==> src/inc/csc_defs.svh <==
`ifndef CSC_DEFS_SVH
`define CSC_DEFS_SVH
// ==========================================================
// Register offsets
`define CSC_ADDR_CTRL      4'h0
`define CSC_ADDR_STATUS    4'h1
`define CSC_ADDR_CAL       4'h2
`define CSC_ADDR_FUSE      4'h3
// ==========================================================
// Control register fields
`define CSC_CTRL_MODE_LSB  0
`define CSC_CTRL_MODE_MSB  1
`define CSC_CTRL_SLEEP_BIT 2
// ==========================================================
// Reset values: shipped fuse setting and calibration
`define CSC_SHIP_SOURCE    4'h1
`define CSC_SHIP_STARTUP   2'h2
`define CSC_SHIP_AMP       1'h1
`define CSC_CAL_RESET      8'h00
// ==========================================================
// Start-up counts in ticks of the selected source
`define CSC_CNT_6          17'h00006
`define CSC_CNT_18         17'h00012
`define CSC_CNT_258        17'h00102
`define CSC_CNT_1K         17'h00400
`define CSC_CNT_16K        17'h04000
`define CSC_CNT_32K        17'h08000
// Reset time-outs in watchdog oscillator ticks
`define CSC_SHORT_TIMEOUT  17'h01000
`define CSC_LONG_TIMEOUT   17'h10000
`endif

==> src/inc/csc_pkg.sv <==
package csc_pkg;

   // ==========================================================
   // Clock source kinds
   typedef enum logic [2:0] {
      SRC_EXT_CLOCK = 3'h0,
      SRC_INT_RC    = 3'h1,
      SRC_EXT_RC    = 3'h2,
      SRC_LF_XTAL   = 3'h3,
      SRC_XTAL      = 3'h4
   } csc_source_e;

   // Additional delay after a reset
   typedef enum logic [1:0] {
      DLY_NONE  = 2'h0,
      DLY_SHORT = 2'h1,
      DLY_LONG  = 2'h2
   } csc_delay_e;

   // Sleep modes
   typedef enum logic [1:0] {
      SLP_IDLE   = 2'h0,
      SLP_ADC_NR = 2'h1,
      SLP_PDOWN  = 2'h2,
      SLP_PSAVE  = 2'h3
   } csc_sleep_e;

   // Controller states
   typedef enum logic [5:0] {
      ST_RESET     = 6'h01,
      ST_OSC_START = 6'h02,
      ST_RST_DELAY = 6'h04,
      ST_RUN       = 6'h08,
      ST_SLEEP     = 6'h10,
      ST_WAKE      = 6'h20
   } csc_state_e;

   // ==========================================================
   // Configuration bits, one means unprogrammed
   typedef struct packed {
      logic       oscillator_amp_option;
      logic [1:0] startup_time_select;
      logic [3:0] clock_source_select;
   } csc_fuse_s;

   // Decoded configuration
   typedef struct packed {
      csc_source_e kind;
      logic [2:0]  xtal_range;
      logic [3:0]  rc_mhz;
      logic [16:0] startup_ticks;
      csc_delay_e  delay;
   } csc_decode_s;

   // Clock domain enables
   typedef struct packed {
      logic core;
      logic periph;
      logic flash;
      logic asy;
      logic conv;
   } csc_clk_en_s;

endpackage : csc_pkg

==> src/design/csc_sync.sv <==
`timescale 1ns/1ns
// Two-flop synchroniser with a rising-edge pulse on the settled side
module csc_sync
   import csc_pkg::*;
#(
   parameter int WIDTH = 1
)
(
   input  wire logic             ref_clk,
   input  wire logic             reset,
   input  wire logic [WIDTH-1:0] d,
   output logic      [WIDTH-1:0] q,
   output logic      [WIDTH-1:0] rise
);

   typedef struct packed {
      logic [WIDTH-1:0] meta;
      logic [WIDTH-1:0] sync;
      logic [WIDTH-1:0] last;
      logic [WIDTH-1:0] rise;
   } csc_sync_s;

   csc_sync_s st;
   csc_sync_s next_st;

   // ==========================================================
   // Next state: first stage feeds only the second stage
   always_comb
   begin
      next_st      = st;
      next_st.meta = d;
      next_st.sync = st.meta;
      next_st.last = st.sync;
      next_st.rise = st.sync & ~st.last;
   end

   // Register the state
   always_ff @(posedge ref_clk)
   begin
      if (reset)
      begin
         st.last <= '0;
         st.rise <= '0;
         st.meta <= next_st.meta;
         st.sync <= next_st.sync;
      end
      else
      begin
         st <= next_st;
      end
   end

   assign q    = st.sync;
   assign rise = st.rise;

endmodule : csc_sync

==> src/design/csc_decode.sv <==
`timescale 1ns/1ns
`include "csc_defs.svh"
// Decodes sampled configuration bits into source, ranges and counts
module csc_decode
   import csc_pkg::*;
#(
   parameter logic [16:0] CNT_16K = `CSC_CNT_16K,
   parameter logic [16:0] CNT_32K = `CSC_CNT_32K
)
(
   input  wire csc_fuse_s   fuse,
   output csc_decode_s      dec
);

   logic [2:0] sut3;

   // ==========================================================
   // Source, range and count decode
   always_comb
   begin
      sut3              = {fuse.clock_source_select[0], fuse.startup_time_select};
      dec               = '0;
      dec.kind          = SRC_EXT_CLOCK;
      dec.delay         = (fuse.startup_time_select == 2'h0) ? DLY_NONE :
                          (fuse.startup_time_select == 2'h1) ? DLY_SHORT : DLY_LONG;
      dec.startup_ticks = `CSC_CNT_6;
      if (fuse.clock_source_select >= 4'hA)
      begin
         dec.kind = SRC_XTAL;
         // Amplifier option zero means programmed: one wide range
         if (!fuse.oscillator_amp_option)
            dec.xtal_range = 3'h4;
         else
            dec.xtal_range = fuse.clock_source_select[3:1] - 3'h4;
         case (sut3)
            3'h0, 3'h1:      dec.startup_ticks = `CSC_CNT_258;
            3'h2, 3'h3, 3'h4: dec.startup_ticks = `CSC_CNT_1K;
            default:         dec.startup_ticks = CNT_16K;
         endcase
         case (sut3)
            3'h0, 3'h3, 3'h6: dec.delay = DLY_SHORT;
            3'h1, 3'h4, 3'h7: dec.delay = DLY_LONG;
            default:          dec.delay = DLY_NONE;
         endcase
      end
      else if (fuse.clock_source_select == 4'h9)
      begin
         dec.kind          = SRC_LF_XTAL;
         dec.startup_ticks = fuse.startup_time_select[1] ? CNT_32K : `CSC_CNT_1K;
         dec.delay         = (fuse.startup_time_select == 2'h0) ? DLY_SHORT : DLY_LONG;
      end
      else if (fuse.clock_source_select >= 4'h5)
      begin
         dec.kind          = SRC_EXT_RC;
         dec.startup_ticks = (fuse.startup_time_select == 2'h3) ? `CSC_CNT_6 : `CSC_CNT_18;
         dec.delay         = (fuse.startup_time_select == 2'h0) ? DLY_NONE :
                             (fuse.startup_time_select == 2'h2) ? DLY_LONG : DLY_SHORT;
      end
      else if (fuse.clock_source_select != 4'h0)
      begin
         dec.kind   = SRC_INT_RC;
         dec.rc_mhz = 4'h1 << (fuse.clock_source_select[2:0] - 3'h1);
      end
   end

endmodule : csc_decode

==> src/design/csc_clock_control.sv <==
// The placing of the registers and the address-and-strobe port were decided locally.
`timescale 1ns/1ns
`include "csc_defs.svh"
module csc_clock_control
   import csc_pkg::*;
#(
   parameter logic [16:0] SHORT_TIMEOUT_CYCLES = `CSC_SHORT_TIMEOUT,
   parameter logic [16:0] LONG_TIMEOUT_CYCLES  = `CSC_LONG_TIMEOUT,
   parameter logic [16:0] CNT_16K              = `CSC_CNT_16K,
   parameter logic [16:0] CNT_32K              = `CSC_CNT_32K
)
(
   input  wire logic        ref_clk,
   input  wire logic        reset,
   input  wire logic [3:0]  clock_source_select,
   input  wire logic [1:0]  startup_time_select,
   input  wire logic        oscillator_amp_option,
   input  wire logic [7:0]  factory_calibration,
   input  wire logic        source_tick,
   input  wire logic        watchdog_tick,
   input  wire logic        wake_event,
   input  wire logic [3:0]  addr,
   input  wire logic [15:0] wdata,
   input  wire logic        wr_stb,
   input  wire logic        rd_stb,
   output logic      [15:0] rdata,
   output logic             core_clock_en,
   output logic             peripheral_clock_en,
   output logic             program_memory_clock_en,
   output logic             async_timer_clock_en,
   output logic             converter_clock_en,
   output logic             async_detect_en,
   output logic [7:0]       rc_calibration_register,
   output logic             core_running
);

   // ==========================================================
   // State
   typedef struct packed {
      csc_state_e  state;
      csc_sleep_e  mode;
      csc_fuse_s   fuse;
      logic [16:0] count;
      logic [7:0]  cal;
      csc_clk_en_s en;
      logic        detect;
      logic [15:0] rdata;
   } csc_ctl_s;

   csc_ctl_s    st;
   csc_ctl_s    next_st;
   csc_decode_s dec;
   logic [14:0] cfg_q;
   logic [2:0]  tick_q;
   logic [2:0]  tick_rise;
   logic        src_tick;
   logic        wdt_tick;
   logic        wake;
   logic [16:0] delay_ticks;
   logic        start_done;
   logic        delay_done;

   // ==========================================================
   // Pin synchronisers
   csc_sync #(
      .WIDTH (15)
   ) u_cfg_sync (
      .ref_clk (ref_clk),
      .reset   (reset),
      .d       ({oscillator_amp_option, startup_time_select, clock_source_select, factory_calibration}),
      .q       (cfg_q),
      .rise    ()
   );

   csc_sync #(
      .WIDTH (3)
   ) u_tick_sync (
      .ref_clk (ref_clk),
      .reset   (reset),
      .d       ({wake_event, watchdog_tick, source_tick}),
      .q       (tick_q),
      .rise    (tick_rise)
   );

   assign src_tick = tick_rise[0];
   assign wdt_tick = tick_rise[1];
   assign wake     = tick_rise[2];

   // Decode of the held configuration
   csc_decode #(
      .CNT_16K (CNT_16K),
      .CNT_32K (CNT_32K)
   ) u_decode (
      .fuse (st.fuse),
      .dec  (dec)
   );

   // ==========================================================
   // Count targets and completion terms
   always_comb
   begin
      case (dec.delay)
         DLY_SHORT: delay_ticks = SHORT_TIMEOUT_CYCLES;
         DLY_LONG:  delay_ticks = LONG_TIMEOUT_CYCLES;
         default:   delay_ticks = 17'h00000;
      endcase
      start_done = src_tick && (st.count == dec.startup_ticks - 17'h00001);
      delay_done = wdt_tick && (st.count == delay_ticks - 17'h00001);
   end

   // ==========================================================
   // Next-state logic: sequencer, gating and register port
   always_comb
   begin
      next_st       = st;
      next_st.rdata = 16'h0000;
      case (st.state)
         ST_RESET:
         begin
            // Sample configuration and calibration once after release
            next_st.fuse  = cfg_q[14:8];
            next_st.cal   = cfg_q[7:0];
            next_st.count = 17'h00000;
            next_st.state = ST_OSC_START;
         end
         ST_OSC_START:
         begin
            if (start_done)
            begin
               next_st.count = 17'h00000;
               next_st.state = (dec.delay == DLY_NONE) ? ST_RUN : ST_RST_DELAY;
            end
            else if (src_tick)
               next_st.count = st.count + 17'h00001;
         end
         ST_RST_DELAY:
         begin
            if (delay_done)
               next_st.state = ST_RUN;
            else if (wdt_tick)
               next_st.count = st.count + 17'h00001;
         end
         ST_RUN:
         begin
            if (wr_stb && addr == `CSC_ADDR_CTRL && wdata[`CSC_CTRL_SLEEP_BIT])
               next_st.state = ST_SLEEP;
         end
         ST_SLEEP:
         begin
            next_st.count = 17'h00000;
            if (wake)
               next_st.state = (st.mode == SLP_PDOWN || st.mode == SLP_PSAVE) ? ST_WAKE : ST_RUN;
         end
         ST_WAKE:
         begin
            if (start_done)
               next_st.state = ST_RUN;
            else if (src_tick)
               next_st.count = st.count + 17'h00001;
         end
         default:
            next_st.state = ST_RESET;
      endcase

      // Mode and calibration writes
      if (wr_stb && addr == `CSC_ADDR_CTRL)
         next_st.mode = csc_sleep_e'(wdata[`CSC_CTRL_MODE_MSB:`CSC_CTRL_MODE_LSB]);
      if (wr_stb && addr == `CSC_ADDR_CAL)
         next_st.cal = wdata[7:0];

      // Clock enables for the next state and the next mode
      // A mode written beside the sleep bit gates from the first sleep cycle
      next_st.en = '0;
      case (next_st.state)
         ST_RUN:
            next_st.en = 5'h1F;
         ST_SLEEP:
         begin
            // Core and program memory stop in every sleep mode
            next_st.en.core   = 1'b0;
            next_st.en.periph = (next_st.mode == SLP_IDLE);
            next_st.en.conv   = (next_st.mode == SLP_IDLE) || (next_st.mode == SLP_ADC_NR);
            next_st.en.asy    = (next_st.mode != SLP_PDOWN);
         end
         ST_OSC_START, ST_RST_DELAY, ST_WAKE:
            next_st.en.asy = (next_st.mode != SLP_PDOWN);
         default:
            next_st.en = '0;
      endcase
      next_st.en.flash = next_st.en.core;
      next_st.detect   = (next_st.state != ST_RESET) && !next_st.en.periph;

      // Read data stands in the cycle after the strobe
      if (rd_stb)
      begin
         case (addr)
            `CSC_ADDR_CTRL:   next_st.rdata = {14'h0000, st.mode};
            `CSC_ADDR_STATUS: next_st.rdata = {st.state, dec.kind, dec.xtal_range, dec.rc_mhz};
            `CSC_ADDR_CAL:    next_st.rdata = {8'h00, st.cal};
            `CSC_ADDR_FUSE:   next_st.rdata = {9'h000, st.fuse};
            default:          next_st.rdata = 16'h0000;
         endcase
      end
   end

   // ==========================================================
   // State register, shipped configuration as reset value
   always_ff @(posedge ref_clk)
   begin
      if (reset)
      begin
         st.state <= ST_RESET;
         st.mode  <= SLP_IDLE;
         st.fuse  <= {`CSC_SHIP_AMP, `CSC_SHIP_STARTUP, `CSC_SHIP_SOURCE};
         st.count <= 17'h00000;
         st.cal   <= `CSC_CAL_RESET;
         st.en    <= '0;
         st.detect <= 1'b0;
         st.rdata <= 16'h0000;
      end
      else
      begin
         st <= next_st;
      end
   end

   // Outputs straight from the state register
   assign rdata                   = st.rdata;
   assign core_clock_en           = st.en.core;
   assign peripheral_clock_en     = st.en.periph;
   assign program_memory_clock_en = st.en.flash;
   assign async_timer_clock_en    = st.en.asy;
   assign converter_clock_en      = st.en.conv;
   assign async_detect_en         = st.detect;
   assign rc_calibration_register = st.cal;
   assign core_running            = st.en.core;

   // ==========================================================
   // Checks
   flash_follows_core_a: assert property (@(posedge ref_clk) disable iff (reset)
      program_memory_clock_en == core_clock_en)
      else $error("program memory clock differs from core clock");

   sleep_core_halt_a: assert property (@(posedge ref_clk) disable iff (reset)
      st.state == ST_SLEEP |-> !core_clock_en && !program_memory_clock_en)
      else $error("core clock running in sleep");

   detect_on_halt_a: assert property (@(posedge ref_clk) disable iff (reset)
      st.state != ST_RESET && !peripheral_clock_en |-> async_detect_en)
      else $error("async detection off while peripheral clock halted");

   psave_async_a: assert property (@(posedge ref_clk) disable iff (reset)
      st.state == ST_SLEEP && st.mode == SLP_PSAVE |-> async_timer_clock_en)
      else $error("async timer clock stopped in power-save");

   adc_quiet_a: assert property (@(posedge ref_clk) disable iff (reset)
      st.state == ST_SLEEP && st.mode == SLP_ADC_NR |-> converter_clock_en && !peripheral_clock_en)
      else $error("converter clock domain wrong in noise reduction");

   fuse_hold_a: assert property (@(posedge ref_clk) disable iff (reset)
      st.state != ST_RESET && $past(st.state) != ST_RESET |-> $stable(st.fuse))
      else $error("configuration changed during operation");

   cal_load_a: assert property (@(posedge ref_clk) disable iff (reset)
      st.state == ST_RESET |=> rc_calibration_register == $past(cfg_q[7:0]))
      else $error("calibration not loaded after reset");

   wake_count_a: assert property (@(posedge ref_clk) disable iff (reset)
      st.state == ST_WAKE && !start_done |=> !core_clock_en)
      else $error("core started before wake count finished");

   delay_wdt_a: assert property (@(posedge ref_clk) disable iff (reset)
      st.state == ST_RST_DELAY && !wdt_tick |=> $stable(st.count))
      else $error("reset delay counted without watchdog tick");

   restart_zero_a: assert property (@(posedge ref_clk) disable iff (reset)
      $rose(st.state == ST_WAKE) |-> st.count == 17'h00000)
      else $error("wake count did not restart at zero");

   // ==========================================================
   // Domain gating checks
   run_all_on_a: assert property (@(posedge ref_clk) disable iff (reset)
      st.state == ST_RUN |-> core_clock_en && peripheral_clock_en && async_timer_clock_en && converter_clock_en)
      else $error("clock domain off while running");

   run_no_detect_a: assert property (@(posedge ref_clk) disable iff (reset)
      st.state == ST_RUN |-> !async_detect_en)
      else $error("async detection on while running");

   idle_domains_a: assert property (@(posedge ref_clk) disable iff (reset)
      st.state == ST_SLEEP && st.mode == SLP_IDLE |-> peripheral_clock_en && converter_clock_en)
      else $error("idle sleep stopped a peripheral domain");

   pdown_all_off_a: assert property (@(posedge ref_clk) disable iff (reset)
      st.state == ST_SLEEP && st.mode == SLP_PDOWN |-> !async_timer_clock_en && !converter_clock_en)
      else $error("clock running in power-down");

   start_async_a: assert property (@(posedge ref_clk) disable iff (reset)
      st.state == ST_OSC_START && st.mode != SLP_PDOWN |-> async_timer_clock_en)
      else $error("async timer clock stopped during start-up");

   // ==========================================================
   // Start-up sequencer checks
   start_core_off_a: assert property (@(posedge ref_clk) disable iff (reset)
      st.state == ST_OSC_START || st.state == ST_RST_DELAY |-> !core_clock_en)
      else $error("core clock before start-up finished");

   reset_entry_a: assert property (@(posedge ref_clk) disable iff (reset)
      st.state == ST_RESET |=> st.state == ST_OSC_START && st.count == 17'h00000)
      else $error("start-up count did not begin at zero");

   osc_hold_a: assert property (@(posedge ref_clk) disable iff (reset)
      st.state == ST_OSC_START && !src_tick |=> st.state == ST_OSC_START && $stable(st.count))
      else $error("start-up count moved without a source tick");

   delay_hold_a: assert property (@(posedge ref_clk) disable iff (reset)
      st.state == ST_RST_DELAY && !wdt_tick |=> st.state == ST_RST_DELAY)
      else $error("reset delay ended without a watchdog tick");

   delay_bound_a: assert property (@(posedge ref_clk) disable iff (reset)
      st.state == ST_RST_DELAY |-> st.count < LONG_TIMEOUT_CYCLES)
      else $error("reset delay count beyond long time-out");

endmodule : csc_clock_control

==> config.mk <==
export PLATFORM = sky130hd
export DESIGN_NAME = csc_clock_control
export DESIGN_NICKNAME = d
export VERILOG_FILES = /design/src/inc/csc_pkg.sv /design/src/design/csc_sync.sv /design/src/design/csc_decode.sv /design/src/design/csc_clock_control.sv
export VERILOG_INCLUDE_DIRS = /design/src /design/src/inc
export SDC_FILE = /design/constraint.sdc
export NUM_CORES = 1
export LEC_CHECK = 0
export ABC_CLOCK_PERIOD_IN_PS = 7850
export BUFFER_PORTS_ARGS = -buffer_cell sky130_fd_sc_hd__buf_2
export CORE_MARGIN = 2
export CORE_UTILIZATION = 45
export CTS_CLUSTER_DIAMETER = 150
export DETAILED_ROUTE_END_ITERATION = 10
export HOLD_SLACK_MARGIN = 0.06
export MAX_ROUTING_LAYER = met4
export PLACE_DENSITY = 0.75
export SLEW_MARGIN = 10
export SYNTH_ARGS = -nofsm -noshare
export SYNTH_HDL_FRONTEND = slang
export SYNTH_SLANG_ARGS = --single-unit
==> constraint.sdc <==
create_clock -name ref_clk -period 7.85 [get_ports ref_clk]
set_input_delay 1.57 -clock ref_clk [delete_from_list [all_inputs] [get_ports ref_clk]]
set_output_delay 1.57 -clock ref_clk [all_outputs]
set_load 0.02 [all_outputs]
# [Word level (Yosys, flattened, before mapping)]
# Cells that the tools add are included.
[totals] reg_bits=103 output_inout_bits=31 word_cells=135
[op_classes] add_sub_neg=5 n_shift=1 n_reduce_logical=25 n_eq_ne=36 n_bitwise=3 muxes=44 magnitude_cmp=2
[op_table] op="$mux W17" count=5
[op_table] op="$pmux W17 S4" count=1
[op_table] op="$pmux W16 S4" count=1
[op_table] op="$mux W19" count=3
[op_table] op="$mux W6" count=6
[op_table] op="$pmux W6 S6" count=1
[op_table] op="$eq A17 B17 Y1" count=2
[op_table] op="$pmux W17 S2" count=1
[op_table] op="$sub A17 B1 Y17 const B" count=2
[op_table] op="$pmux W15 S2" count=1
[op_table] op="$mux W4" count=5
[op_table] op="$add A17 B1 Y17 const B" count=1
[op_table] op="$mux W16" count=1
[op_table] op="$mux W8" count=2
[op_table] op="$mux W2" count=7
[op_table] op="$eq A6 B2 Y1 const B" count=2
[op_table] op="$eq A6 B3 Y1 const B" count=2
[op_table] op="$eq A6 B4 Y1 const B" count=2
[op_table] op="$eq A6 B5 Y1 const B" count=2
[op_table] op="$eq A6 B6 Y1 const B" count=2
[op_table] op="$mux W3" count=4
[op_table] op="$eq A2 B2 Y1 const B" count=5
[op_table] op="$eq A3 B3 Y1 const B" count=3
[op_table] op="$reduce_or A3 Y1" count=3
[op_table] op="other kinds (33)" count=52

# [Longest topological paths before layout]
# Gate-level depths: netlist (run 1).
[logic_depth] word_depth=17 ltp_mapped=16 ltp_nobuf=14

# [Modules after synthesis]
# Synthesis (run 1) repeated with hierarchy kept, for this count alone.
[hier_totals] cells_unflattened=669 area_unflattened_um2=6293.5
[modules_own_cells] mod="csc_clock_control" area_per_inst_um2=3747.3 instances=1 cells_per_inst=446
[modules_own_cells] mod="csc_sync (u_cfg_sync)" area_per_inst_um2=1735.4 instances=1 cells_per_inst=123
[modules_own_cells] mod="csc_decode" area_per_inst_um2=469.2 instances=1 cells_per_inst=76
[modules_own_cells] mod="csc_sync (u_tick_sync)" area_per_inst_um2=341.6 instances=1 cells_per_inst=24

# [Worst setup path before layout (run 1)]
# No wires, ideal clock.
[synth_timing] path_kind="input to register" start="in addr[0]" end="reg st (netlist bit async_timer_clock_en)" required_time_ps=7704 t_arrival_ps=3171 n_path_buf=1 setup_slack_ps=4533 cell_stages=8 cell_sequence="clkbuf_1 -> nor3_1 -> nand3b_1 -> o21ba_2 -> nor2_1 -> o21ai_0 -> a31oi_1 -> a311oi_1"
[synth_via] elab_chain_cells=8 elab_cells_between_ends=14 cone_classes="eq/ne: 6; mux: 4; reduce/logical: 4"
[synth_lines] item="start, declared" line_no="csc_clock_control.sv:22" rtl="input wire logic [3:0] addr,"
[synth_lines] item="$logic_not A4 Y1 *"
[synth_lines] item="$logic_and A1 B1 Y1 (no source line) *"
[synth_lines] item="$logic_and A1 B1 Y1" line_no="csc_clock_control.sv:145" rtl="if (wr_stb && addr == `CSC_ADDR_CTRL && wdata[`CSC_CTRL_SLEEP_BIT])"
[synth_lines] item="$mux W6" line_no="csc_clock_control.sv:145"
[synth_lines] item="$pmux W6 S6" line_no="csc_clock_control.sv:117" rtl="case (st.state)"
[synth_lines] item="$eq A6 B5 Y1, or another cell as far along" line_no="csc_clock_control.sv:174" rtl="case (next_st.state)"
[synth_lines] item="$reduce_or A4 Y1 (no source line)"
[synth_lines] item="$pmux W1 S2 *" line_no="csc_clock_control.sv:174"
[synth_lines] item="end signal, assigned" line_no="csc_clock_control.sv:223" rtl="st <= next_st;"
[synth_lines] item="end, declared" line_no="csc_clock_control.sv:50" rtl="csc_ctl_s st;"
# Mark *: on every way between the ends. The rest lies on a longest branch, timed or not.
# A chain may end at the register's enable or synchronous reset.

# [Worst setup path in the final report (run 1)]
[layout_timing] start="reg st[49] (netlist name)" end="reg st[35] (netlist bit)"
[layout_via] elab_chain_cells=11 elab_cells_between_ends=20 cone_classes="add/sub: 2; order compare: 2; eq/ne: 7; mux: 6; reduce/logical: 3"
[layout_lines] item="$ge A4 B3 Y1" line_no="csc_decode.sv:52" rtl="else if (fuse.clock_source_select >= 4'h5)"
[layout_lines] item="$mux W19" line_no="csc_decode.sv:52"
[layout_lines] item="$mux W19" line_no="csc_decode.sv:46" rtl="else if (fuse.clock_source_select == 4'h9)"
[layout_lines] item="$mux W19 *" line_no="csc_decode.sv:27" rtl="if (fuse.clock_source_select >= 4'hA)"
[layout_lines] item="$eq A2 B2 Y1 or $eq A2 B1 Y1 (tied branches)" line_no="csc_clock_control.sv:102" rtl="case (dec.delay)"
[layout_lines] item="$pmux W17 S2" line_no="csc_clock_control.sv:102"
[layout_lines] item="$sub A17 B1 Y17" line_no="csc_clock_control.sv:108" rtl="delay_done = wdt_tick && (st.count == delay_ticks - 17'h00001);"
[layout_lines] item="$eq A17 B17 Y1" line_no="csc_clock_control.sv:108"
[layout_lines] item="$logic_and A1 B1 Y1" line_no="csc_clock_control.sv:108"
[layout_lines] item="$ne A2 B2 Y1 (no source line)"
[layout_lines] item="$reduce_and A4 Y1 (no source line)"
# Marked as above.

==> impl_summary.md, run 1 <==
Clocking
The number of buffers added by the clock tree synthesis step is 9. TritonCTS built the clock tree. The tree built by TritonCTS fans out to 103 sinks. The number of levels the H-tree was split into is 3.

The root cell of the clock tree is sky130_fd_sc_hd__clkbuf_8. In this run the post-CTS setup repair buffer count came out at 0. The post-cts resize count is 0. Clock latency on the worst-skew pair, taken at its later pin, is approximately 0.37 ns. Buffers inserted to repair hold after CTS numbered 0. The longest clock path from root to sink contains 2 buffers. After clock tree synthesis, the clock-pin slew on the worst setup and hold paths is approximately 0.11 ns.

Global route
The number of antenna violations at the first check in global routing came to 0. Global routing used a little under a fifth of the available tracks. Global routing finished with a remaining overflow of 0. The largest net degree at the start of global routing is between 40 and 50. The first global-routing pass estimated 16.6 mm of wire. The via count of the first global-routing pass is between 3,000 and 4,000.

Route
The detail route stage leaves a number of antenna-violating nets equal to 0. The number of iterations in the first detailed-routing pass is 5. The routed wire length is 9.87 mm.

For this run, design rule violations remaining after detail routing come to 0. In the final routed layout, each cell accounts on average for 15.0 um. The overall via count from detail_route is roughly 3,700. For this block, the initial DRC count from the detailed router was 420.

The detail-routed via count per cell is 5.66.

Timing
Setup slack on the critical path of the routed design comes to between 4 and 5 ns. The post-layout minimum cycle time is 3.52 ns. The hold violation total from the final report is 0. Measured against its own limit, the worst slew margin works out to roughly 27%. The clock arrives with between 0.01 and 0.015 ns of skew. Setup repair after global routing left no endpoint under its margin. Adding up every negative setup slack in the final design gives 0 ns. Timing would allow up to about 280 MHz.

The final-report setup violation count is 0. The period utilization is between 40% and 50%. The final number of max-transition violations is 0. For the pin with the worst max-slew slack, the measured transition is 1.09 ns.

Power
The power density of the placed cells is about 220 mW/mm2. IR analysis of the VDD net gives a maximum drop of 0.159 mV. The leakage component of the power is around 2 nW.

Status
The flow ran to the end, and the final reports show no timing, DRC or antenna violations.

Floorplan
The top-level port count is 73. The die outline width is 105 um. From bottom edge to top edge, the die measures about 100 um. The die covers between 0.01 and 0.015 mm2. For this configuration, the core starts out at a cell density of a little under half. The area of the core is about 0.01 mm2. The placement row count is 36.

Job
The tool flagged a number of max-cap violations equal to 0.

Synth
The area of the mapped netlist is between 0.004 and 0.005 mm2. The share of the yosys chip area belonging to registers is between 40 and 50%. The number of synthesized register bits is 103. The synthesized instance count is just under 500. The post-synthesis average cell area is ~9.2 um2. The number of nets in the synthesized netlist is between 500 and 600.

The number of unique standard cell types used by synthesis is 70. Counting flops with an async set or reset pin after synthesis yields a share of 0%. During synthesis, Yosys emitted a total of 0 warnings. For this run, the leading register cell type out of synthesis is sky130_fd_sc_hd__dfxtp_1.

The number of flops mapped to enable cells by yosys is 0.

Finish
The fraction of final layout cells with drive strength greater than 1 is 18.9%. The multi-input combinational cells in the finished layout cover a total of between 0.002 and 0.0025 mm2. After the last flow step, the layout net total stands at 563. The number of antenna repair diodes is 0. Leaving out fill and tap cells, the most frequent cells in the layout are sky130_fd_sc_hd__dfxtp_1 (103), sky130_fd_sc_hd__buf_2 (64), sky130_fd_sc_hd__nor2_1 (55). Relative to the synthesized area, the layout overhead comes to 8.32%. The filler cell count is around 970.

The area occupied by registers is 0.00206 mm2. The most frequent standard cell in the layout excluding fill and tap cells is sky130_fd_sc_hd__dfxtp_1.

Critical path
The critical path endpoint category is a flip-flop. The maximum fanout encountered on the critical timing path is 18. The cell with the biggest individual delay on the critical path is sky130_fd_sc_hd__dfxtp_1. The startpoint type of the worst setup path is a flip-flop.

The kind of critical path is flip-flop to flip-flop. The worst stage delay on the critical path is ~0.77 ns. The number of buffers and inverters on the critical path is 0.

The critical path's top delay family is compound AO/OA/AOI/OAI gates. The data required time at the worst endpoint is between 8 and 9 ns. Traced cell by cell, the critical path runs through nor2_2, o21ai_0, o32ai_1, a21oi_1, ha_1, xnor2_1, a31oi_1, o21ai_2, a31o_2, or4_1, a21oi_1. The cell repeated most along the worst path is sky130_fd_sc_hd__a21oi_1. The worst path arrival time is 3.82 ns.

Placement
The worst setup timing slack at the placement stage is 4.13 ns. The placed wire-length estimate is 7.07 mm. The total of buffers placed on input and output ports is 64. Routability-driven placement finished with a final weighted congestion of between 0.9 and 1.

Hold path
The kind of path behind the tightest hold check is flip-flop to flip-flop.
==> cell type report <==
class	instances	share of cell area (%)
repair buffers	64	6.49
well taps	133	3.37
clock buffers	9	2.51
clock inverters	7	1.82
multi-input cells	325	42.9
inverters	15	1.14
flip-flops and latches	103	41.8
==> cells in the mapped netlist (all sizes together) (8+ instances only) <==
cell	number	area share [%]
dfxtp	103	45
nor2	56	4.7
buf	35	5.6
nand2	28	2.3
a21oi	24	2.6
mux2i	23	5.1
clkbuf	18	1.5
nand3	17	1.9
o21ai	17	2.0
inv	15	1.2
nor3	15	1.8
a211oi	12	2.3
and3	12	1.6
nor2b	10	1.4
nand3b	8	1.3
==> flip-flops by register name (all words and copies together), names as in the netlist <==
signal / count
program_memory_clock_en: 1
async_detect_en: 1
u_tick_sync.rise: 3
peripheral_clock_en: 1
u_tick_sync.st: 3
rdata: 16
rc_calibration_register: 8
u_tick_sync.q: 3
u_cfg_sync.q: 15
st: 32
u_cfg_sync.next_st: 15
converter_clock_en: 1
async_timer_clock_en: 1
u_tick_sync.next_st: 3
==> final timing paths <==
check                                   to                           start  depth (start not counted)  slack (ns)
hold reg to reg   u_tick_sync.q[2]$_DFF_P_  u_tick_sync.next_st[8]$_DFF_P_                          0        0.34
setup reg to reg       st[35]$_SDFFE_PP0P_             st[49]$_SDFFE_PP0P_                         11        4.33
hold / removal    u_tick_sync.q[2]$_DFF_P_  u_tick_sync.next_st[8]$_DFF_P_                          0        0.34
setup / recovery       st[35]$_SDFFE_PP0P_             st[49]$_SDFFE_PP0P_                         11        4.33
==> kinds of logic (layout without fill, tap and decap cells) <==
group / after synthesis / count (layout) / share of synthesized area [%]
buffers and inverters: 68 / 95 / 8.29
muxes: 27 / 27 / 6.04
adders and majority gates: 3 / 3 / 0.824
DFF: 103 / 103 / 45.2
AOI/OAI and AO/OA: 103 / 103 / 16.6
and+or+nand+nor: 187 / 187 / 22.0
xor gates and xnor gates: 5 / 5 / 0.961
==> stage by stage <==
step	area [um2]	power, W	cells	util (%)	hold slack (ns)
final	4940	0.00107	656	50.3	0.336
after global routing	4940	0.00112	656	50.3	0.341
after CTS	4940	0.00108	656	50.3	0.338
after detailed placement	4720	0.000750	640	48.1	0.312
after global placement	4720	0.000745	640	48.1	0.310
after floorplan	4560	0.000714	496	-	0.310
==> worst register-to-register path, stage by stage (launching register included) <==
cell,delay (ns)
sky130_fd_sc_hd__dfxtp_1,0.77
sky130_fd_sc_hd__nor2_2,0.18
sky130_fd_sc_hd__o21ai_0,0.28
sky130_fd_sc_hd__o32ai_1,0.14
sky130_fd_sc_hd__a21oi_1,0.26
sky130_fd_sc_hd__ha_1,0.29
sky130_fd_sc_hd__xnor2_1,0.15
sky130_fd_sc_hd__a31oi_1,0.22
sky130_fd_sc_hd__o21ai_2,0.14
sky130_fd_sc_hd__a31o_2,0.35
sky130_fd_sc_hd__or4_1,0.53
sky130_fd_sc_hd__a21oi_1,0.15
==> power by group <==
part | leakage, nW | switching, W | internal [W]
combinational | 1.05 | 0.0000992 | 0.0000643
sequential | 0.850 | 0.0000294 | 0.000547
clock | 0.101 | 0.000205 | 0.000128
==> per-layer routing <==
metal | up-vias | GRT usage [%] | routed length [um]
li1 | 1807 | - | -
met3 | 28 | 3.56 | 639
met2 | 166 | 29.8 | 4630
met5 | - | - | 0
met4 | 0 | 8.86 | 289
met1 | 1712 | 23.9 | 4310
Power figures use the tool's default switching activity.
==> run 2, diff against run 1 <==
ABC_CLOCK_PERIOD_IN_PS = 3350   (was 7850)
clock period = 3.35 ns   (was 7.85 ns; I/O delays follow)
==> impl_summary.md, run 2 (synthesis gave the netlist of run 1 again) <==
Route
The number of iterations in the first detailed-routing pass is 5. After detailed routing, the number of vias per cell comes to 5.59. For this run, design rule violations remaining after detail routing come to 0. In the final routed layout, each cell accounts on average for 15.1 um. The overall via count from detail_route is about 3,700.

The first routing iteration left between 200 and 300 violations. The count of nets left with antenna violations once routing finished came out at 0. The routed wire length is 10.1 mm.

Timing
The final setup TNS is 0 ns. The final-layout worst hold slack is around 0.33 ns. The hold violation total from the final report came to 0. The post-layout minimum cycle time is between 3 and 4 ns. The headroom to the max-slew limit is between 60% and 70%.

Setup violations remaining at the end of the flow were counted as 0. Setup repair after global routing left no endpoint under its margin. The final number of max-transition violations is 0. Between clock sinks in the finished design, the worst skew comes to roughly 0.014 ns. The period utilization is between 90% and 100%. The achievable clock frequency is approximately 330 MHz. For the pin with the worst max-slew slack, the measured transition is ~0.6 ns.

Clocking
The clock net sink count is just over 100. Clock-pin slew was measured on the worst setup and hold paths at ~0.11 ns. The number of levels the H-tree was split into is 3.

The root buffer cell chosen for the clock tree is sky130_fd_sc_hd__clkbuf_8. TritonCTS created 9 clock buffers. The largest buffer count on any clock path is 2.

The clock reaches the later pin of the worst-skew pair after around 0.38 ns. The CTS tree is built. Hold repair after CTS inserted 0 buffers.

Finish
The number of antenna repair diodes is 0. The library cells used most frequently in the layout, excluding fill and tap cells, are sky130_fd_sc_hd__dfxtp_1 (99), sky130_fd_sc_hd__buf_2 (64), sky130_fd_sc_hd__nor2_1 (55). The most frequent standard cell in the layout excluding fill and tap cells is sky130_fd_sc_hd__dfxtp_1. After the last flow step, the layout net total stands at ~580. The area added between synthesis and finish is 10.5%. In the final layout, the registers with the most flip-flops are st (32), rdata (16). The number of flip-flops under the largest register name is 32. More flip-flops sit in one register than any other, and that register is st.

Cells with a size suffix above 1 make up approximately 21% of the layout. The filler cell count is between 900 and 1,000.

Critical path
The worst reg2reg path endpoint is st[35]$_SDFFE_PP0P_. Along the worst path, the maximum fanout reaches 14. The data required time at the worst endpoint is about 3.7 ns. The start of the worst register-to-register path is st[47]$_SDFFE_PP1P_. The setup path with the least slack is of type flip-flop to flip-flop.

The startpoint type of the worst setup path is a flip-flop. The worst path arrival time is 3.37 ns. For flop-to-flop paths, the worst setup slack is 0.28 ns. The depth of the worst register-to-register path is 14. The critical path endpoint category is a flip-flop.

Hold path
The worst hold path terminates at u_cfg_sync.q[1]$_DFF_P_. The min-delay analysis places its worst path in the category flip-flop to flip-flop. The hold path startpoint is u_cfg_sync.next_st[31]$_DFF_P_. The worst hold path was traced through 0 stages.

Placement
Buffers placed on the I/O ports in this run total between 60 and 70. The placed wire-length estimate is about 7.2 mm. The congestion estimate from routability-driven global placement came to about 0.94.

Global route
The via count of the first global-routing pass is 3,502. The first global-routing pass estimated around 17 mm of wire. The global routing usage summed across all routing layers is between 15 and 20%. The residual overflow from global routing is 0. The largest net degree at the start of global routing is 31. The number of antenna violations at the first check in global routing is 0.

Power
For this design the ratio of total power to cell area is 504 mW/mm2. The worst-case IR drop observed on VDD is around 0.38 mV. In this run the static leakage power is around 2.1 nW.

Floorplan
The effective utilization at floorplan is 46.4%. The die is between 100 and 150 um tall. The die area is around 0.011 mm2. In this run the count of I/O pins placed on the die edge is 73. The area of the core is 0.00982 mm2.

The floorplan has 36 rows. In this run the horizontal extent of the chip is about 100 um.

Status
The flow ran to the end, and the final reports show no timing, DRC or antenna violations.

Job
The count of maximum capacitance violations is 0.
-- run 2: worst max-delay path by stage --
stage,from,to
finish,st[47]$_SDFFE_PP1P_,st[35]$_SDFFE_PP0P_
global placement,st[47]$_SDFFE_PP1P_,st[35]$_SDFFE_PP0P_
global route,st[47]$_SDFFE_PP1P_,st[35]$_SDFFE_PP0P_
detailed placement,st[47]$_SDFFE_PP1P_,st[35]$_SDFFE_PP0P_
CTS,st[47]$_SDFFE_PP1P_,st[35]$_SDFFE_PP0P_
floorplan,st[47]$_SDFFE_PP1P_,st[35]$_SDFFE_PP0P_
-- run 2: metal layers --
metal  global-route usage, %  share of wire (%)  vias up  wire length (um)
met3                    3.62                5.8       23               588
li1                        -                  -     1824                 -
met4                    7.90                2.4        0               238
met2                    31.0                 48      144              4790
met1                    24.2                 44     1740              4450
met5                       -                  0        -                 0
-- run 2: area by class of cell --
cell class,instances,area [um2],area share (%)
timing repair buffer,76,414,8.22
clock buffer,9,124,2.46
tap,133,166,3.30
sequential,103,2070,41.0
inverter,15,56.3,1.12
multi-input combinational,325,2120,42.2
clock inverter,7,85.1,1.69
-- run 2: power by group --
group / switching [W] / internal, W / leakage [nW]
clock: 0.000481 / 0.000299 / 0.101
sequential: 0.0000477 / 0.00128 / 0.850
combinational: 0.000262 / 0.000167 / 1.11
total: 0.000790 / 0.00175 / 2.06
-- run 2: through the flow --
stage	power (W)	util, %	setup WS, ns	instance area, um2	std cells
2_1_floorplan	0.00167	-	0.380	4560	496
6_report	0.00254	51.3	0.278	5040	668
3_5_place_dp	0.00178	49.0	0.282	4810	652
5_1_grt	0.00266	51.3	0.0217	5040	668
4_1_cts	0.00255	51.1	0.235	5020	668
3_3_place_gp	0.00176	49.0	0.376	4810	652
-- run 2: worst max-delay path, stage by stage, from the launching register on --
cell	delay, ns
sky130_fd_sc_hd__dfxtp_2	0.42
sky130_fd_sc_hd__inv_1	0.08
sky130_fd_sc_hd__nor2_1	0.14
sky130_fd_sc_hd__nor3_1	0.08
sky130_fd_sc_hd__a21oi_1	0.15
sky130_fd_sc_hd__o22ai_1	0.10
sky130_fd_sc_hd__nand2_1	0.09
sky130_fd_sc_hd__o21ai_0	0.09
sky130_fd_sc_hd__ha_1	0.32
sky130_fd_sc_hd__xnor2_1	0.14
sky130_fd_sc_hd__a31oi_1	0.22
sky130_fd_sc_hd__o21ai_2	0.14
sky130_fd_sc_hd__a31o_2	0.34
sky130_fd_sc_hd__or4_1	0.54
sky130_fd_sc_hd__a21oi_1	0.15
-- run 2: what timing repair did --
action                     in CTS  in global routing
gates resized for setup         0                  6
setup buffers                   0                  0
setup endpoints to repair       0                  4
==> run 3, diff against run 2 <==
ABC_CLOCK_PERIOD_IN_PS = 3070   (was 3350)
clock period = 3.07 ns   (was 3.35 ns; I/O delays follow)
==> impl_summary.md, run 3 (synthesis gave the netlist of run 1 again) <==
Status
The flow ran to the end, and the final reports show no timing, DRC or antenna violations.

Finish
The total non-filler cell area in the finished layout is 0.00511 mm2. The net count of the finished layout is roughly 590. The fraction of final layout cells with drive strength greater than 1 is between 20% and 30%.

The area growth from synthesis to layout is 12.1%. The count of placed standard cells in the final layout, fillers left out is around 680. The most frequent standard cell in the layout excluding fill and tap cells is sky130_fd_sc_hd__dfxtp_1. The number of flip-flops under the largest register name is 32.

The largest registers in the layout are st (32), rdata (16). The number of antenna repair diodes is 0. The library cells used most frequently in the layout, excluding fill and tap cells, are sky130_fd_sc_hd__dfxtp_1 (101), sky130_fd_sc_hd__buf_2 (64), sky130_fd_sc_hd__nor2_1 (55). The largest register by flop count is st.

Route
The count of routing violations after the opening detailed-route iteration is about 330. In the final routed layout, each cell accounts on average for 15.0 um. The number of iterations in the first detailed-routing pass is 5. The final routed DRC violation total is 0.

Summed over all layers, the routed wires come to a little over 10 mm. In this run the remaining antenna-violating nets after routing total 0. The overall via count from detail_route is between 3,000 and 4,000.

The detail-routed via count per cell is roughly 5.5.

Clocking
The root cell of the clock tree is sky130_fd_sc_hd__clkbuf_8. The clock insertion delay at the later pin of the skew report is roughly 0.38 ns. The number of clock buffers added by TritonCTS is 9. After clock tree synthesis, the clock-pin slew on the worst setup and hold paths is around 0.11 ns. The largest buffer count on any clock path is 2. The clock net sink count is between 100 and 150. The H-tree was split into 3 levels. The CTS tree is built.

Critical path
The data required time at the worst endpoint is 3.38 ns. The depth of the worst register-to-register path is 11. In this run the worst setup path terminates at st[35]$_SDFFE_PP0P_. STA classifies the critical path endpoint as a flip-flop. At the worst endpoint, the arrival time is approximately 3.2 ns. In this run the critical register-to-register path is captured at st[35]$_SDFFE_PP0P_. In this run the worst path has a maximum fanout of 9. The start of the worst register-to-register path is st[52]$_SDFFE_PP1P_.

The critical path in this run is classified as flip-flop to flip-flop. The most critical setup path has its startpoint at st[52]$_SDFFE_PP1P_. The startpoint type of the worst setup path is a flip-flop. The worst-case register-to-register setup slack is around 0.23 ns.

Global route
The number of antenna violations at the first check in global routing is 0. The largest net degree at the start of global routing is 32. The global routing usage summed across all routing layers is about a fifth.

The via count of the first global-routing pass is approximately 3,400. Summed over all layers, the global routing overflow is 0. The first global-routing pass estimated ~17 mm of wire.

Placement
In this run the cell area measured after placement is between 0.004 and 0.005 mm2. Once detailed placement completed, the half-perimeter wirelength came to between 7 and 8 mm. The congestion estimate from routability-driven global placement came to 0.946. The total instance count after detailed placement is approximately 660. The total of buffers placed on input and output ports is 64.

Power
In this run the static leakage power is 2.12 nW. The worst-case IR drop observed on VDD is approximately 0.39 mV. Dividing total power by cell area gives a power density of 546 mW/mm2.

The final total power is 0.00279 W.

Floorplan
The top-level port count is 73. The floorplan has 36 rows. For this configuration, the core starts out at a cell density of between 40% and 50%. The core region is approximately 0.01 mm2. The die boundary height is about 100 um. From left edge to right edge, the die measures about 100 um. The die area is ~0.011 mm2.

Timing
The transition time at the pin with the least slew margin is ~0.64 ns. The headroom to the max-slew limit is between 50% and 60%. The setup skew after layout is approximately 0.014 ns. The final number of max-transition violations is 0. The period utilization is between 90 and 100%.

Setup violations remaining at the end of the flow were counted as 0. Setup repair after global routing left no endpoint under its margin. The final setup TNS is 0 ns. Across all hold checks on the routed design, the worst slack comes to ~0.33 ns.

The smallest clock period supported by the final layout is computed as about 2.8 ns. The achievable clock frequency is about 350 MHz. The hold violation total from the final report was 0.

Hold path
The kind of path behind the tightest hold check is input pin to flip-flop. Counting instances, the worst hold path has a depth of 1.

Job
The count of maximum capacitance violations is 0.
[run 3: changes by cell type in the layout (fill, tap and decap cells not counted), sizes merged]
cell and change:
buf +11, clkinvlp -1, inv +1
[run 3: final cells by class]
cell class	instances	area, um2
Sequential cell	103	2070
Timing Repair Buffer	87	497
Clock inverter	7	72.6
Fill cell	946	4710
Inverter	15	56.3
Clock buffer	9	124
Multi-Input combinational cell	325	2130
Tap cell	133	166
[run 3: report_power, final]
group          total [W]  switching, W  leakage, nW  internal, W
clock           0.000847      0.000525        0.102     0.000322
sequential       0.00145     0.0000501        0.849      0.00140
combinational   0.000494      0.000290         1.17     0.000204
[run 3: timing repair]
| item | in CTS | in global routing |
|---|---|---|
| hold buffers | 0 | 0 |
| setup buffers | 0 | 0 |
| gates resized for setup | 0 | 6 |
| endpoints found under the setup margin | 0 | 12 |
[run 3: metal layers]
layer	vias to the layer above	wire [um]	track usage [%]
li1	1851	-	-
met1	1729	4680	24.9
met2	116	4790	29.6
met3	15	526	3.49
met4	0	184	7.71
met5	-	0	-
[run 3: through the flow]
step / setup slack, ns / util, %
3_3_place_gp: 0.196 / 49.9
4_1_cts: 0.113 / 51.9
6_report: 0.227 / 52.1
2_1_floorplan: 0.100 / -
3_5_place_dp: 0.157 / 49.9
5_1_grt: 0.0130 / 52.1
[run 3: worst min-delay path by stage]
stage,start,endpoint
floorplan,u_cfg_sync.next_st[30]$_DFF_P_,u_cfg_sync.q[0]$_DFF_P_
global placement,u_cfg_sync.next_st[32]$_DFF_P_,u_cfg_sync.q[2]$_DFF_P_
detailed placement,u_cfg_sync.next_st[34]$_DFF_P_,u_cfg_sync.q[4]$_DFF_P_
CTS,wake_event,u_tick_sync.next_st[8]$_DFF_P_
global route,factory_calibration[4],u_cfg_sync.next_st[34]$_DFF_P_
finish,clock_source_select[2],u_cfg_sync.next_st[40]$_DFF_P_
[run 3: critical path: stages (launching register included)]
cell and delay (ns):
sky130_fd_sc_hd__dfxtp_2 0.38, sky130_fd_sc_hd__buf_4 0.17, sky130_fd_sc_hd__o21ai_0 0.22, sky130_fd_sc_hd__o32ai_1 0.13
sky130_fd_sc_hd__a21oi_1 0.22, sky130_fd_sc_hd__ha_1 0.28, sky130_fd_sc_hd__xnor2_1 0.14, sky130_fd_sc_hd__a31oi_1 0.20
sky130_fd_sc_hd__o21ai_2 0.07, sky130_fd_sc_hd__a31o_2 0.29, sky130_fd_sc_hd__or4_1 0.51, sky130_fd_sc_hd__a21oi_1 0.15
